--- src/verilog/pmw_defines.svh ---
// constants for the power monitor warning and status block
`ifndef PMW_DEFINES_SVH
`define PMW_DEFINES_SVH

`define PMW_ADDR_W 8
`define PMW_A_CTRL 8'h00
`define PMW_A_STATUS 8'h04
`define PMW_A_VIN_HI 8'h08
`define PMW_A_VIN_LO 8'h0C
`define PMW_A_LOAD_SIDE_VOLTAGE_PIN_HI 8'h10
`define PMW_A_LOAD_SIDE_VOLTAGE_PIN_LO 8'h14
`define PMW_A_CUR_HI 8'h18
`define PMW_A_CUR2 8'h1C
`define PMW_A_RD_VIN 8'h20
`define PMW_A_RD_LOAD_SIDE_VOLTAGE_PIN 8'h24
`define PMW_A_RD_CUR 8'h28
`define PMW_A_PK_VIN 8'h2C
`define PMW_A_PK_LOAD_SIDE_VOLTAGE_PIN 8'h30
`define PMW_A_PK_CUR 8'h34
`define PMW_A_LSB 8'h38

// ctrl register bits
`define PMW_C_CLEAR 0
`define PMW_C_OUT_ON 1
`define PMW_C_CUR2_UNDER 2
`define PMW_C_RANGE20 3

// status bits
`define PMW_S_COMM 0
`define PMW_S_REGT 1
`define PMW_S_CUR_HI 2
`define PMW_S_CUR2 3
`define PMW_S_VIN_LO 4
`define PMW_S_VIN_HI 5
`define PMW_S_LOAD_SIDE_VOLTAGE_PIN_LO 6
`define PMW_S_LOAD_SIDE_VOLTAGE_PIN_HI 7
`define PMW_S_F_LOW 8
`define PMW_S_F_HIGH 9
`define PMW_S_F_TIMER 10
`define PMW_NSTAT 11

`define PMW_CODE_MIN 12'h000
`define PMW_CODE_MAX 12'hFFF
`define PMW_CUR_ZERO 12'h800
// step sizes in nanovolts
`define PMW_LSB_CUR_NV 16'h3070
`define PMW_LSB_6V_NV 32'h0016B480
`define PMW_LSB_20V_NV 32'h004F77C0

`endif

--- src/verilog/pmw_pkg.sv ---
// types for the power monitor warning and status block
package pmw_pkg;
    typedef struct packed {
        logic vin_valid;
        logic load_side_voltage_pin_valid;
        logic cur_valid;
        logic [11:0] vin_code;
        logic [11:0] load_side_voltage_pin_code;
        logic [11:0] cur_code;
    } pmw_sample_t;

    typedef struct packed {
        logic low_trip;
        logic high_trip;
        logic timer_expired;
        logic regulating;
        logic comm_error;
    } pmw_event_t;
endpackage

--- src/verilog/pmw_monitor.sv ---
// warning comparison, readback and status latching for a hot-swap monitor
//
// Decided for this implementation: the APB slave port and the address map.
`timescale 1ns/100ps
`include "pmw_defines.svh"
module pmw_monitor
    import pmw_pkg::*;
(
    input wire logic pclk,
    input wire logic presetn,
    input wire logic psel,
    input wire logic penable,
    input wire logic pwrite,
    input wire logic [31:0] paddr,
    input wire logic [31:0] pwdata,
    input wire logic [3:0] pstrb,
    output logic [31:0] prdata,
    output logic pready,
    output logic pslverr,
    input wire pmw_sample_t sample,
    input wire logic [4:0] event_pins,
    output logic output_enable,
    output logic [10:0] status_out
);
    // =========================================================
    // pin synchronisers (three stages, second and third agree)
    // =========================================================
    logic [4:0] ev_s1_reg, ev_s2_reg, ev_s3_reg, ev_reg;
    always_ff @(posedge pclk or negedge presetn) begin
        if (!presetn) begin
            ev_s1_reg <= 5'h00;
            ev_s2_reg <= 5'h00;
            ev_s3_reg <= 5'h00;
        end else begin
            ev_s1_reg <= event_pins;
            ev_s2_reg <= ev_s1_reg;
            ev_s3_reg <= ev_s2_reg;
        end
    end
    always_ff @(posedge pclk or negedge presetn) begin
        if (!presetn) begin
            ev_reg <= 5'h00;
        end else begin
            for (int i = 0; i < 5; i++) begin
                if (ev_s2_reg[i] == ev_s3_reg[i]) begin
                    ev_reg[i] <= ev_s3_reg[i];
                end
            end
        end
    end
    pmw_event_t ev;
    assign ev = pmw_event_t'(ev_reg);

    // =========================================================
    // register file
    // =========================================================
    logic [11:0] vin_hi_reg, vin_lo_reg, load_side_voltage_pin_hi_reg, load_side_voltage_pin_lo_reg;
    logic [11:0] cur_hi_reg, cur2_reg;
    logic [11:0] rd_vin_reg, rd_load_side_voltage_pin_reg, rd_cur_reg;
    logic [11:0] pk_vin_reg, pk_load_side_voltage_pin_reg, pk_cur_reg;
    logic cur2_under_reg, range20_reg, out_on_reg;
    logic [10:0] status_reg;
    logic wr_en, rd_en, clear_pulse, out_off_pulse;
    logic unmapped;

    // upper address bits would alias onto the map, so refused writes are dropped
    assign wr_en = psel && penable && pwrite && !unmapped;
    assign rd_en = psel && penable && !pwrite;
    assign clear_pulse = wr_en && pstrb[0] && paddr[7:0] == `PMW_A_CTRL
        && pwdata[`PMW_C_CLEAR];
    assign out_off_pulse = wr_en && pstrb[0] && paddr[7:0] == `PMW_A_CTRL
        && !pwdata[`PMW_C_OUT_ON] && out_on_reg;

    function automatic logic [11:0] wr12(input logic [11:0] old);
        wr12 = {pstrb[1] ? pwdata[11:8] : old[11:8], pstrb[0] ? pwdata[7:0] : old[7:0]};
    endfunction

    // direct format: four-byte word, raw codes zero-extended
    function automatic logic [31:0] dword(input logic [11:0] c);
        dword = {16'h0000, 4'h0, c};
    endfunction

    // thresholds reset so that no warning can fire
    always_ff @(posedge pclk or negedge presetn) begin
        if (!presetn) begin
            vin_hi_reg <= `PMW_CODE_MAX;
            vin_lo_reg <= `PMW_CODE_MIN;
            load_side_voltage_pin_hi_reg <= `PMW_CODE_MAX;
            load_side_voltage_pin_lo_reg <= `PMW_CODE_MIN;
            cur_hi_reg <= `PMW_CODE_MAX;
            cur2_reg <= `PMW_CODE_MAX;
        end else if (wr_en) begin
            unique case (paddr[7:0])
                `PMW_A_VIN_HI: vin_hi_reg <= wr12(vin_hi_reg);
                `PMW_A_VIN_LO: vin_lo_reg <= wr12(vin_lo_reg);
                `PMW_A_LOAD_SIDE_VOLTAGE_PIN_HI: load_side_voltage_pin_hi_reg <= wr12(load_side_voltage_pin_hi_reg);
                `PMW_A_LOAD_SIDE_VOLTAGE_PIN_LO: load_side_voltage_pin_lo_reg <= wr12(load_side_voltage_pin_lo_reg);
                `PMW_A_CUR_HI: cur_hi_reg <= wr12(cur_hi_reg);
                `PMW_A_CUR2: cur2_reg <= wr12(cur2_reg);
                default: ;
            endcase
        end
    end

    // control: polarity of second threshold, range, output on
    always_ff @(posedge pclk or negedge presetn) begin
        if (!presetn) begin
            cur2_under_reg <= 1'b0;
            range20_reg <= 1'b0;
            out_on_reg <= 1'b1;
        end else if (wr_en && pstrb[0] && paddr[7:0] == `PMW_A_CTRL) begin
            cur2_under_reg <= pwdata[`PMW_C_CUR2_UNDER];
            range20_reg <= pwdata[`PMW_C_RANGE20];
            out_on_reg <= pwdata[`PMW_C_OUT_ON];
        end
    end

    // =========================================================
    // readback and peak hold, raw codes
    // =========================================================
    function automatic logic pk_clr(input logic [7:0] a);
        pk_clr = wr_en && paddr[7:0] == a && pwdata[15:0] == 16'h0000;
    endfunction

    always_ff @(posedge pclk or negedge presetn) begin
        if (!presetn) begin
            rd_vin_reg <= 12'h000;
            rd_load_side_voltage_pin_reg <= 12'h000;
            rd_cur_reg <= 12'h000;
        end else begin
            if (sample.vin_valid) rd_vin_reg <= sample.vin_code;
            if (sample.load_side_voltage_pin_valid) rd_load_side_voltage_pin_reg <= sample.load_side_voltage_pin_code;
            if (sample.cur_valid) rd_cur_reg <= sample.cur_code;
        end
    end

    always_ff @(posedge pclk or negedge presetn) begin
        if (!presetn) begin
            pk_vin_reg <= 12'h000;
            pk_load_side_voltage_pin_reg <= 12'h000;
            pk_cur_reg <= 12'h000;
        end else begin
            if (pk_clr(`PMW_A_PK_VIN)) pk_vin_reg <= 12'h000;
            else if (sample.vin_valid && sample.vin_code > pk_vin_reg)
                pk_vin_reg <= sample.vin_code;
            if (pk_clr(`PMW_A_PK_LOAD_SIDE_VOLTAGE_PIN)) pk_load_side_voltage_pin_reg <= 12'h000;
            else if (sample.load_side_voltage_pin_valid && sample.load_side_voltage_pin_code > pk_load_side_voltage_pin_reg)
                pk_load_side_voltage_pin_reg <= sample.load_side_voltage_pin_code;
            if (pk_clr(`PMW_A_PK_CUR)) pk_cur_reg <= 12'h000;
            else if (sample.cur_valid && sample.cur_code > pk_cur_reg)
                pk_cur_reg <= sample.cur_code;
        end
    end

    // =========================================================
    // condition detection
    // =========================================================
    logic [10:0] cond;
    always_comb begin
        cond = 11'h000;
        cond[`PMW_S_COMM] = ev.comm_error;
        cond[`PMW_S_REGT] = ev.regulating;
        // strict compares, only on a finished sample of that channel
        cond[`PMW_S_CUR_HI] = sample.cur_valid && sample.cur_code > cur_hi_reg;
        cond[`PMW_S_CUR2] = sample.cur_valid && (cur2_under_reg ?
            sample.cur_code < cur2_reg : sample.cur_code > cur2_reg);
        cond[`PMW_S_VIN_LO] = sample.vin_valid && sample.vin_code < vin_lo_reg;
        cond[`PMW_S_VIN_HI] = sample.vin_valid && sample.vin_code > vin_hi_reg;
        cond[`PMW_S_LOAD_SIDE_VOLTAGE_PIN_LO] = sample.load_side_voltage_pin_valid && sample.load_side_voltage_pin_code < load_side_voltage_pin_lo_reg;
        cond[`PMW_S_LOAD_SIDE_VOLTAGE_PIN_HI] = sample.load_side_voltage_pin_valid && sample.load_side_voltage_pin_code > load_side_voltage_pin_hi_reg;
        // faults always watched, no mask exists
        cond[`PMW_S_F_LOW] = ev.low_trip;
        cond[`PMW_S_F_HIGH] = ev.high_trip;
        cond[`PMW_S_F_TIMER] = ev.timer_expired;
    end

    // =========================================================
    // sticky status; set wins over clear
    // =========================================================
    logic [10:0] status_next;
    always_comb begin
        status_next = status_reg;
        if (clear_pulse || out_off_pulse) status_next = 11'h000;
        status_next = status_next | cond;
    end
    always_ff @(posedge pclk or negedge presetn) begin
        if (!presetn) begin
            status_reg <= 11'h000;
        end else begin
            status_reg <= status_next;
        end
    end

    // warnings never reach the output switch any fault turns it off
    always_ff @(posedge pclk or negedge presetn) begin
        if (!presetn) begin
            output_enable <= 1'b0;
        end else begin
            output_enable <= out_on_reg && !(|cond[10:8]);
        end
    end
    always_ff @(posedge pclk or negedge presetn) begin
        if (!presetn) status_out <= 11'h000;
        else status_out <= status_next;
    end

    // =========================================================
    // apb read path, no wait state, data registered in the setup cycle
    // =========================================================
    logic [31:0] rdata;
    always_comb begin
        unique case (paddr[7:0])
            `PMW_A_CTRL: rdata = {28'h0000000, range20_reg, cur2_under_reg, out_on_reg, 1'b0};
            `PMW_A_STATUS: rdata = {21'h000000, status_reg};
            `PMW_A_VIN_HI: rdata = dword(vin_hi_reg);
            `PMW_A_VIN_LO: rdata = dword(vin_lo_reg);
            `PMW_A_LOAD_SIDE_VOLTAGE_PIN_HI: rdata = dword(load_side_voltage_pin_hi_reg);
            `PMW_A_LOAD_SIDE_VOLTAGE_PIN_LO: rdata = dword(load_side_voltage_pin_lo_reg);
            `PMW_A_CUR_HI: rdata = dword(cur_hi_reg);
            `PMW_A_CUR2: rdata = dword(cur2_reg);
            `PMW_A_RD_VIN: rdata = dword(rd_vin_reg);
            `PMW_A_RD_LOAD_SIDE_VOLTAGE_PIN: rdata = dword(rd_load_side_voltage_pin_reg);
            `PMW_A_RD_CUR: rdata = dword(rd_cur_reg);
            `PMW_A_PK_VIN: rdata = dword(pk_vin_reg);
            `PMW_A_PK_LOAD_SIDE_VOLTAGE_PIN: rdata = dword(pk_load_side_voltage_pin_reg);
            `PMW_A_PK_CUR: rdata = dword(pk_cur_reg);
            // voltage step in nanovolts for the chosen range
            `PMW_A_LSB: rdata = range20_reg ? `PMW_LSB_20V_NV : `PMW_LSB_6V_NV;
            default: rdata = 32'h00000000;
        endcase
    end
    assign unmapped = paddr[31:8] != 24'h000000 || paddr[7:0] > `PMW_A_LSB
        || paddr[1:0] != 2'b00;

    always_ff @(posedge pclk or negedge presetn) begin
        if (!presetn) begin
            prdata <= 32'h00000000;
            pready <= 1'b0;
            pslverr <= 1'b0;
        end else begin
            pready <= 1'b0;
            pslverr <= 1'b0;
            if (psel && !penable) begin
                pready <= 1'b1;
                pslverr <= unmapped;
                prdata <= (pwrite || unmapped) ? 32'h00000000 : rdata;
            end
        end
    end
endmodule

--- config.mk ---
export PLATFORM = sky130hd
export DESIGN_NAME = pmw_monitor
export DESIGN_NICKNAME = d
export VERILOG_FILES = /design/src/verilog/pmw_pkg.sv /design/src/verilog/pmw_monitor.sv
export VERILOG_INCLUDE_DIRS = /design/src /design/src/verilog
export SDC_FILE = /design/constraint.sdc
export NUM_CORES = 1
export LEC_CHECK = 0
export BUFFER_PORTS_ARGS = -buffer_cell sky130_fd_sc_hd__buf_2
export CORE_ASPECT_RATIO = 0.6
export CORE_MARGIN = 10
export CORE_UTILIZATION = 54
export DETAILED_ROUTE_END_ITERATION = 10
export MAX_ROUTING_LAYER = met4
export PLACE_DENSITY = 0.82
export SLEW_MARGIN = 20
export SYNTH_ARGS = -nofsm -noshare
export SYNTH_HDL_FRONTEND = slang
export SYNTH_SLANG_ARGS = --single-unit
--- constraint.sdc ---
create_clock -name pclk -period 2.4 [get_ports pclk]
set_input_delay 0.48 -clock pclk [delete_from_list [all_inputs] [get_ports pclk]]
set_output_delay 0.48 -clock pclk [all_outputs]
set_load 0.02 [all_outputs]
After elaboration in Yosys (flattened, before gate mapping)
Index checks and enable logic that the tools add are counted.

storage, ports and cells
  register bits = 213
  input bits = 117
  word-level logic and storage cells = 131

operators by class
  muxes and demuxes = 13
  bitwise operators = 1
  reductions and logical operators = 53
  magnitude comparators = 11
  equal/unequal tests = 19

operators by type and width
  operator                                                                         count
  23-bit case mux with 15 select lines                                             1
  12-bit greater-than comparator                                                   7
  12-bit two-way mux                                                               6
  8-bit by 6-bit equality test with 1-bit output, second input constant            7
  12-bit < comparator                                                              3
  3-bit AND reduction                                                              12
  8-bit by 5-bit equality test with 1-bit output, second input constant            4
  32-bit two-way mux                                                               1
  1-bit logical AND                                                                25
  24-bit nonzero test                                                              1
  23-bit two-way mux                                                               1
  8-bit by 4-bit equality test with 1-bit output, second input constant            2
  16-bit logical NOT                                                               1
  11-bit two-way mux                                                               1
  11-bit OR                                                                        1
  8-bit by 3-bit equality test with 1-bit output, second input constant            1
  8-bit by 6-bit greater-than comparator with 1-bit output, second input constant  1
  8-bit logical NOT                                                                1
  2-bit nonzero test                                                               4
  1-bit equality test                                                              5
  1-bit logical NOT                                                                4
  1-bit logical OR                                                                 4
  1-bit two-way mux                                                                3
  3-bit OR reduction                                                               1

Logic depth before layout (Yosys ltp)
Gate-level depths: netlist (run 1).

  depth in word-level cells = 12
  depth in mapped cells = 9
  gate-level depth less buffers = 8

Worst setup path after synthesis (run 1)
OpenSTA, ideal clock, no wires.

  path type = input to register
  start point = input sample[13] in the netlist's numbering
  end point = register pk_load_side_voltage_pin_reg[1]
  data required time = 2.268 ns
  slack = 0.260 ns
  path buffers = 1
  setup time = 0.132 ns
  cell stages on the path = 8
  arrival time = 2.008 ns
  cells stage by stage = ha_1 nor2b_1 o211ai_1 a211o_1 a31oi_1 buf_2 mux2i_1 nor2_1

between the ends
  word-level cells in the longest chain between the ends = 3

RTL lines
  element                              line                RTL
  start, declared                      pmw_monitor.sv:20   input wire pmw_sample_t sample,
  12-bit greater-than comparator       pmw_monitor.sv:147  else if (sample.load_side_voltage_pin_valid && sample.load_side_voltage_pin_code > pk_load_side_voltage_pin_re ...
  1-bit logical AND                    pmw_monitor.sv:147
  2-bit nonzero test (no source line)  -
  end signal, assigned                 pmw_monitor.sv:148  pk_load_side_voltage_pin_reg <= sample.load_side_voltage_pin_code;
  end, declared                        pmw_monitor.sv:60   logic [11:0] pk_vin_reg, pk_load_side_voltage_pin_reg, pk_cur_reg;

Several ways; a longest one is shown, not always the timed one. The select of a mux whose other input is x is not followed.
A chain may end at the register's enable or synchronous reset.

Worst setup path in the final report (run 1)
  start point = register cur_hi_reg[11]
  end point = register status_out[2]

between the ends
  word-level cells in the longest chain between the ends = 3

RTL lines
  element                         line                RTL
  start, declared                 pmw_monitor.sv:58   logic [11:0] cur_hi_reg, cur2_reg;
  start signal, assigned          pmw_monitor.sv:90   cur_hi_reg <= `PMW_CODE_MAX;
  start signal, assigned          pmw_monitor.sv:98   `PMW_A_CUR_HI: cur_hi_reg <= wr12(cur_hi_reg);
  12-bit greater-than comparator  pmw_monitor.sv:164  cond[`PMW_S_CUR_HI] = sample.cur_valid && sample.cur_code > cur_hi_reg;
  1-bit logical AND               pmw_monitor.sv:164
  11-bit OR                       pmw_monitor.sv:184  status_next = status_next | cond;
  net status_next[2]              pmw_monitor.sv:180  logic [10:0] status_next;
  end signal, assigned            pmw_monitor.sv:204  else status_out <= status_next;
  end, declared                   pmw_monitor.sv:23   output logic [10:0] status_out

The timed path passes the listed nets, and every way through them passes these cells.

==> results list, run 1 <==
* Status: finished clean
- In this run the critical register-to-register path is launched from cur_hi_reg[11].
* #FFs+latches synth: 196
- Summing the areas of all compound-gate instances in the mapped netlist gives 11.5% of the synthesized area.
* Worst path setup slack after routing: 79.0 ps
- All-Layer GR Usage: 30.3%
* Hold Fails Final Rpt: 0
* Placed cell areas: 13400 um2
- Counting the buffers created by CTS gives 17.
* Asr flop ratio synth: 100%
- In this run the worst setup path begins at cur_hi_reg[11].
- The layout has 1699 filler cells.
- Max-cap violations in this run came to 0.
* Placer Congestion: 1.05
* Number of standard-cell rows in the floorplan: 41
* Count of cell types in the netlist: 63
* Number of iterations in the first detailed-routing pass: 5
- TritonCTS clock tree: yes
- Die outline area: 28100 um2
* Static leakage: 0.00652 uW
- The first global-routing pass estimated 63000 um of wire.
- After routing the design area is 14000 um2.
- After detailed routing, the number of remaining DRC violations is 0.
* Die Width: 210 um
- The share of synthesized area in the top cell type comes to 31.5%.
* Via count of the first global-routing pass: 10000
- Clock slew seen by the registers of the worst setup and hold paths: 70 ps
* Post-Route Hold Slack: 130 ps
- Buffers inserted during post-CTS setup optimization: 0
- The worst setup path is launched from a flip-flop.
- 0 antenna diodes ended up in the layout.
- Largest net degree at the start of global routing: 54
* Final cell utilization of the core: 66.3%
* I/O pin count: 163
- Share of the yosys chip area belonging to registers: 42.5%
- Largest family of logic cells by synthesized area: multiplexers
- After the first detailed-routing iteration, the DRC count stood at 1155.
* Final period utilization: 96.7%
- Synth Flop Type: sky130_fd_sc_hd__dfrtp_1
- In the synthesized netlist, mux cells make up 16.9% of the area.
- STA puts the critical path data arrival time at 2650 ps.
* Register with the most flip-flops: prdata
- The design draws 9670 uW.
* Hold/Removal Path Class: in2reg
* CTS H-Tree Depth: 4
- In the routed layout, each cell is associated on average with a via count of 6.26.
- Crit-path max FO: 3
* Skew-Pair Late Insertion Delay: 460 ps
- The worst setup path is captured at a flip-flop.
- The largest total area in the synthesized netlist belongs to sky130_fd_sc_hd__dfrtp_1.
- The number of slew-limit violations in the final report was 0.
* Total gr overflow: 0
- Of the total synthesized cell area, the portion taken by AND, OR, NAND and NOR gates is 11.0%.
- Cells after Synth: 1101
- IR analysis of the VDD net gives a maximum drop of 508 uV.
* Number of enable flip-flop cells after synthesis: 0
- Post-route ant nets: 0
- Summing the areas of all fa, ha and maj instances in the mapped netlist gives 11.8% of the synthesized area.
* Number of nets in the layout: 1541
- After floorplanning, the core was sized to cover 21100 um2.
* Maximum buffer depth of the clock tree: 2
- RSZ-0062 raised after global routing: no
* DRT Wirelength: 41500 um
- Area growth from synthesis to layout: 19.9%
- The die is 134 um tall.
- The worst path needs 2320 ps of the cycle, external delays included.
* Transition time of the tightest slew-check pin: 719 ps
- Headroom to the max-slew limit came out at 51.6%.
- Setup Crit Path Kind: reg2reg
- Worst slack at placement: -129 ps
- The register with the most flip-flops in the layout has 15 of them.
- Root buffer cell: sky130_fd_sc_hd__clkbuf_16
* Maximum clock skew at final layout: 11.3 ps
- After synthesis, the cell types taking the most area are sky130_fd_sc_hd__dfrtp_1, sky130_fd_sc_hd__ha_1, sky130_fd_sc_hd__dfstp_2.
- Synth Cell Area: 11700 um2
- Yosys warnings: 0
* Overall via count from detail_route: 10100
- Worst Path Required: 2730 ps
- Number of endpoints failing setup at the final stage: 0
* DP HPWL: 33100 um
* Synthesized-area fraction occupied by xor and xnor cells: 0%
- Ratio of cells with drive above 1 in the final layout: 34.6%
* Number of sinks on the clock net: 196
* Number of port buffers: 134
* Number of antenna violations at the first check in global routing: 0
- For this configuration, the core starts out at a cell density of 55.3%.
- Synthesized area per cell: 10.6 um2
- In this run the power density over the cells is 691 nW/um2.
- Max frequency: 0.431 GHz
* Average wire per standard cell: 25.8 um
* Worst hold path startpoint: event_pins[2]
-- per-stage QoR --
step / cells / TNS [ps]
2_1_floorplan: 1110 / 0
3_3_place_gp: 1577 / -3710
3_5_place_dp: 1577 / -4990
4_1_cts: 1610 / 0
5_1_grt: 1610 / 0
6_report: 1610 / 0
-- routing by layer --
metal,track usage (%),up-vias,share of wire [%]
met2,42.4,614,41
met3,9.99,48,14
li1,-,4408,-
met1,42.1,5008,43
met5,-,-,0
met4,5.53,0,1.4
-- report_power, final --
part | switching, uW | internal [uW]
Sequential | 493 | 3700
Combinational | 1330 | 1040
Clock | 1330 | 1780
Total | 3160 | 6520
-- cell families after synthesis --
logic type,Yosys count
compound gates,196
buf+inv,169
fa+ha+maj,111
simple gates,251
flops,196
other cells,1
mux,177
-- layout by cell type (no fill, tap or decap), drive strengths merged, types with 6 or more instances in the layout --
cell,n
inv,111
o21ai,41
nand2b,6
buf,248
a21o,24
nand4,30
nor2b,15
dfstp,49
nand2,65
dfrtp,147
o211ai,10
nand3,19
a221oi,8
conb,10
nor3,13
a22oi,19
mux2,117
a22o,12
clkbuf,21
mux2i,56
ha,106
nor2,59
nor4,17
a31oi,7
and3,11
a21oi,32
o22ai,7
-- what timing repair did --
item / in CTS / in global routing
setup endpoints to repair: 0 / 1
hold buffers: 1 / 0
resized for setup: 0 / 1
hold endpoints to repair: 28 / 0
-- worst max-delay path, cell delays in order (launching register included) --
cell and delay (ps):
sky130_fd_sc_hd__dfstp_2 590, sky130_fd_sc_hd__inv_1 60, sky130_fd_sc_hd__ha_1 310, sky130_fd_sc_hd__nand4_1 190, sky130_fd_sc_hd__or2_4 180, sky130_fd_sc_hd__a21oi_1 50
sky130_fd_sc_hd__buf_4 160, sky130_fd_sc_hd__a2111oi_0 380, sky130_fd_sc_hd__buf_4 200, sky130_fd_sc_hd__o21ai_0 90
-- synth_stat cells, types with 10 or more instances --
library cell / instances
sky130_fd_sc_hd__a21o_1: 24
sky130_fd_sc_hd__a21oi_1: 32
sky130_fd_sc_hd__a22o_1: 12
sky130_fd_sc_hd__a22oi_1: 19
sky130_fd_sc_hd__and3_1: 11
sky130_fd_sc_hd__buf_2: 19
sky130_fd_sc_hd__buf_4: 18
sky130_fd_sc_hd__clkbuf_1: 20
sky130_fd_sc_hd__dfrtp_1: 147
sky130_fd_sc_hd__dfstp_2: 49
sky130_fd_sc_hd__ha_1: 106
sky130_fd_sc_hd__inv_1: 108
sky130_fd_sc_hd__mux2_2: 111
sky130_fd_sc_hd__mux2i_1: 56
sky130_fd_sc_hd__nand2_1: 60
sky130_fd_sc_hd__nand3_1: 18
sky130_fd_sc_hd__nand4_1: 30
sky130_fd_sc_hd__nor2_1: 56
sky130_fd_sc_hd__nor2b_1: 15
sky130_fd_sc_hd__nor3_1: 11
sky130_fd_sc_hd__nor4_1: 17
sky130_fd_sc_hd__o211ai_1: 10
sky130_fd_sc_hd__o21ai_0: 40
-- worst paths after layout --
check	cells after the start	slack, ps	endpoint
worst max-delay path	9	80	status_out[2]
worst min-delay path	1	130	ev_s1_reg[2]
worst max register to register	9	80	status_out[2]
worst min register to register	0	350	ev_s2_reg[0]
max in group asynchronous	3	1170	cur2_reg[4]
min in group asynchronous	2	540	ev_s2_reg[1]
-- area by class of cell --
cell class,instances,area (um2),share of cell area (%)
clock buffer,20,447,3.19
clock inverter,12,176,1.26
inverter,108,405,2.89
multi-input combinational,745,6030,43.1
sequential,196,4970,35.5
tap,279,349,2.49
timing repair buffer,250,1630,11.6
No activity file was read; power rests on OpenSTA's default activity.
==> run 2: changes to the inputs <==
CORE_UTILIZATION = 30   (was 54)
PLACE_DENSITY = 0.53   (was 0.82)
==> run 2 against run 1 <==
  * Sequential power down 2%
  * Design area up 3.8%
  * Combinational power about the same
  * Clock skew up 0.91 ps
  * Non-clock buffer count up 28
  * Critical path depth down 1
  * Global-route usage down 10 points
  * Maximum frequency up 2.3%
  * Clock power about the same
  * Highest routed layer unchanged
==> results list, run 2 (synthesized netlist as in run 1, its figures left out) <==
- Status: finished clean (unchanged)
* All-Layer GR Usage: 19.9% (was 30.3%)
* Most common cell after layout, fill and taps aside: sky130_fd_sc_hd__dfrtp_1 (unchanged)
* Post-route minimum period: 2270 ps (was 2320 ps)
* Post-route ant nets: 0 (unchanged)
- The initial core utilization came to 30.7% (was 55.3%).
* Critical path launch point type: flip-flop (unchanged)
- The maximum fanout encountered on the critical timing path was 3 (unchanged).
* Setup Crit Path Kind: reg2reg (unchanged)
- The clock transition at the register clock pins on the worst setup and hold paths after CTS was 80 ps (was 70 ps).
- The first-pass GRT wire length is 67500 um (was 63000 um).
* Final cell utilization of the core: 38.2% (was 66.3%)
- CP max stage cell: sky130_fd_sc_hd__dfstp_2 (unchanged)
- The flip-flop count of the largest register after layout is 15 (unchanged).
* DRT Wirelength: 46200 um (was 41500 um)
* Number of port buffers: 134 (unchanged)
- Area growth from synthesis to layout: 24.5% (was 19.9%)
- Average wire per standard cell: 24.7 um (was 25.8 um)
- The DRC violation count after routing was 0 (unchanged).
* Number of endpoints failing setup at the final stage: 0 (unchanged)
* Highest-count cells in the layout ignoring fill and taps: sky130_fd_sc_hd__dfrtp_1, sky130_fd_sc_hd__buf_4, sky130_fd_sc_hd__buf_2, sky130_fd_sc_hd__mux2_2, sky130_fd_sc_hd__inv_1 (was sky130_fd_sc_hd__dfrtp_1, sky130_fd_sc_hd__buf_2, sky130_fd_sc_hd__mux2_2, sky130_fd_sc_hd__buf_4, sky130_fd_sc_hd__inv_1)
- The CTS root buffer was sky130_fd_sc_hd__clkbuf_16 (unchanged).
- Hold/Removal Path Class: in2reg (unchanged)
- The final cell count without fillers is 1872 (was 1610).
* Total gr overflow: 0 (unchanged)
* Register with the most flip-flops: prdata (unchanged)
- Overall via count from detail_route: 9734 (was 10100)
- The transition time of the tightest slew-check pin is 862 ps (was 719 ps).
* Filler Cells Inserted: 3801 (was 1699)
* Worst voltage drop across the vdd grid: 434 uV (was 508 uV)
- The final-layout worst hold slack is 120 ps (was 130 ps).
- The part of the total power dissipated in combinational logic was 24.9% (was 24.5%).
- Number of cells in the design after placement: 1839 (was 1577)
- The proportion of power drawn by the clock network is 32.6% (was 32.1%).
- Max frequency: 0.441 GHz (was 0.431 GHz)
- Placer Congestion: 0.997 (was 1.05)
* Worst Path Required: 2790 ps (was 2730 ps)
* Largest net degree at the start of global routing: 57 (was 54)
- The half-perimeter wire length after placement came to 38000 um (was 33100 um).
- The ratio of routed vias to standard cells came to 5.20 (was 6.26).
- The maximum clock insertion buffer count came to 2 (unchanged).
- Total power draw: 9630 uW (was 9670 uW)
- The largest stage delay on the critical path is 560 ps (was 590 ps).
* I/O pin count: 163 (unchanged)
* Buffers inserted during post-CTS setup optimization: 0 (unchanged)
- Ratio of cells with drive above 1 in the final layout: 36.3% (was 34.6%)
* Final slew viol count: 0 (unchanged)
* Internal Power: 6460 uW (was 6520 uW)
- Worst slew slack as a fraction of its limit: 42.1% (was 51.6%)
- The share of total power consumed by net switching is 32.9% (was 32.6%).
- The die outline width came to 275 um (was 210 um).
- RSZ-0062 raised after global routing: no (unchanged)
* Power dissipated by switching net loads: 3170 uW (was 3160 uW)
- Share of power burned in registers: 42.5% (was 43.4%)
* Final period utilization: 94.5% (was 96.7%)
* Max-cap check violation count: 0 (unchanged)
- Power per cell area: 662 nW/um2 (was 691 nW/um2)
- The cell row count was 55 (was 41).
* Antenna diode count: 0 (unchanged)
- Via count of the first global-routing pass: 9803 (was 10000)
* Number of iterations in the first detailed-routing pass: 5 (unchanged)
- The total negative slack was 0 ps (unchanged).
- The die area was 47500 um2 (was 28100 um2).
* Hold Fails Final Rpt: 0 (unchanged)
- The initial antenna violation count is 0 (unchanged).
* Number of sinks on the clock net: 196 (unchanged)
- Maximum clock skew at final layout: 12.2 ps (was 11.3 ps)
* Series of cell instances along the critical path: inv_1, ha_1, a21o_1, a221o_1, nand2_1, nor4bb_1, mux2i_1, a22o_1 (was inv_1, ha_1, nand4_1, or2_4, a21oi_1, buf_4, a2111oi_0, buf_4, o21ai_0)
- The clock latency on the worst-skew pair was 460 ps (about the same).
* Endpoint type of the worst setup path: flip-flop (unchanged)
* Placeable core region: 38100 um2 (was 21100 um2)
- The post-layout net count is 1569 (was 1541).
* TritonCTS clock tree: yes (unchanged)
- Static leakage: 0.00667 uW (was 0.00652 uW)
- The H-tree depth was 4 (unchanged).
- Number of buffers created by CTS: 17 (unchanged)
* Signal arrival time at the worst endpoint: 2660 ps (was 2650 ps)
* Chip height: 173 um (was 134 um)
- Drt initial violations: 1037 (was 1155)
-- run 2: cell count changes in the layout (fill, tap and decap cells not counted), sizes merged --
| cell | delta |
|---|---|
| clkinvlp | -2 |
| inv | +5 |
| buf | +28 |
| bufinv | -1 |
| clkbuf | -2 |
-- run 2: timing repair --
action / in CTS / in global routing
resized for setup: 1 / 1
pin swaps: 0 / 1
endpoints found under the hold margin: 1 / 0
setup endpoints to repair: 1 / 1
hold buffers: 1 / 0
-- run 2: metrics by stage --
| stage | worst slack (ps) | area [um2] |
|---|---|---|
| detailed placement | -103 | 13900 |
| global route | 4.68 | 14500 |
| global placement | -149 | 13900 |
| finish | 131 | 14500 |
| CTS | 26.7 | 14500 |
| floorplan | 260 | 11700 |
-- run 2: power groups by stage --
stage	clock (uW)	sequential (uW)	combinational, uW
6_report	3140	4100	2390
5_1_grt	3340	4130	2680
4_1_cts	3200	4090	2380
3_5_place_dp	0	4150	2360
3_3_place_gp	0	4140	2300
2_1_floorplan	0	3960	1520
-- run 2: worst paths after layout --
kind                               start                         endpoint  slack [ps]  depth (start not counted)
min reg2reg                 ev_s1_reg[2]                     ev_s2_reg[2]         350                          0
min in group asynchronous        presetn  load_side_voltage_pin_lo_reg[9]         570                          2
max                          cur2_reg[5]                    status_out[3]         130                          8
max in group asynchronous        presetn                    cur_hi_reg[5]        1110                          3
min                        event_pins[4]                     ev_s1_reg[4]         120                          1
max reg2reg                  cur2_reg[5]                    status_out[3]         130                          8
-- run 2: per-layer routing --
layer  track usage (%)  up-vias  part of all wire (%)
li1                  -     4447                     -
met1              29.7     4937                    51
met2              26.5      322                    41
met3              5.39       28                   8.3
met4              2.78        0                  0.70
met5                 -        -                     0
-- run 2: worst max-delay path: cells and delay by family, from the launching register on --
kind	cells	cell delay (ps)
AOI/OAI and AO/OA	3	630
adders and majority gates	1	280
buffers and inverters	1	50
DFF	1	560
muxes	1	250
and+or+nand+nor	2	420
-- run 2: cell type report --
class                      count  area, um2  area share, %
sequential                   196       4970           34.2
timing repair buffer         278       1850           12.7
clock inverter                14        189           1.30
tap                          513        642           4.41
clock buffer                  18        429           2.95
inverter                     108        405           2.79
multi-input combinational    745       6060           41.7
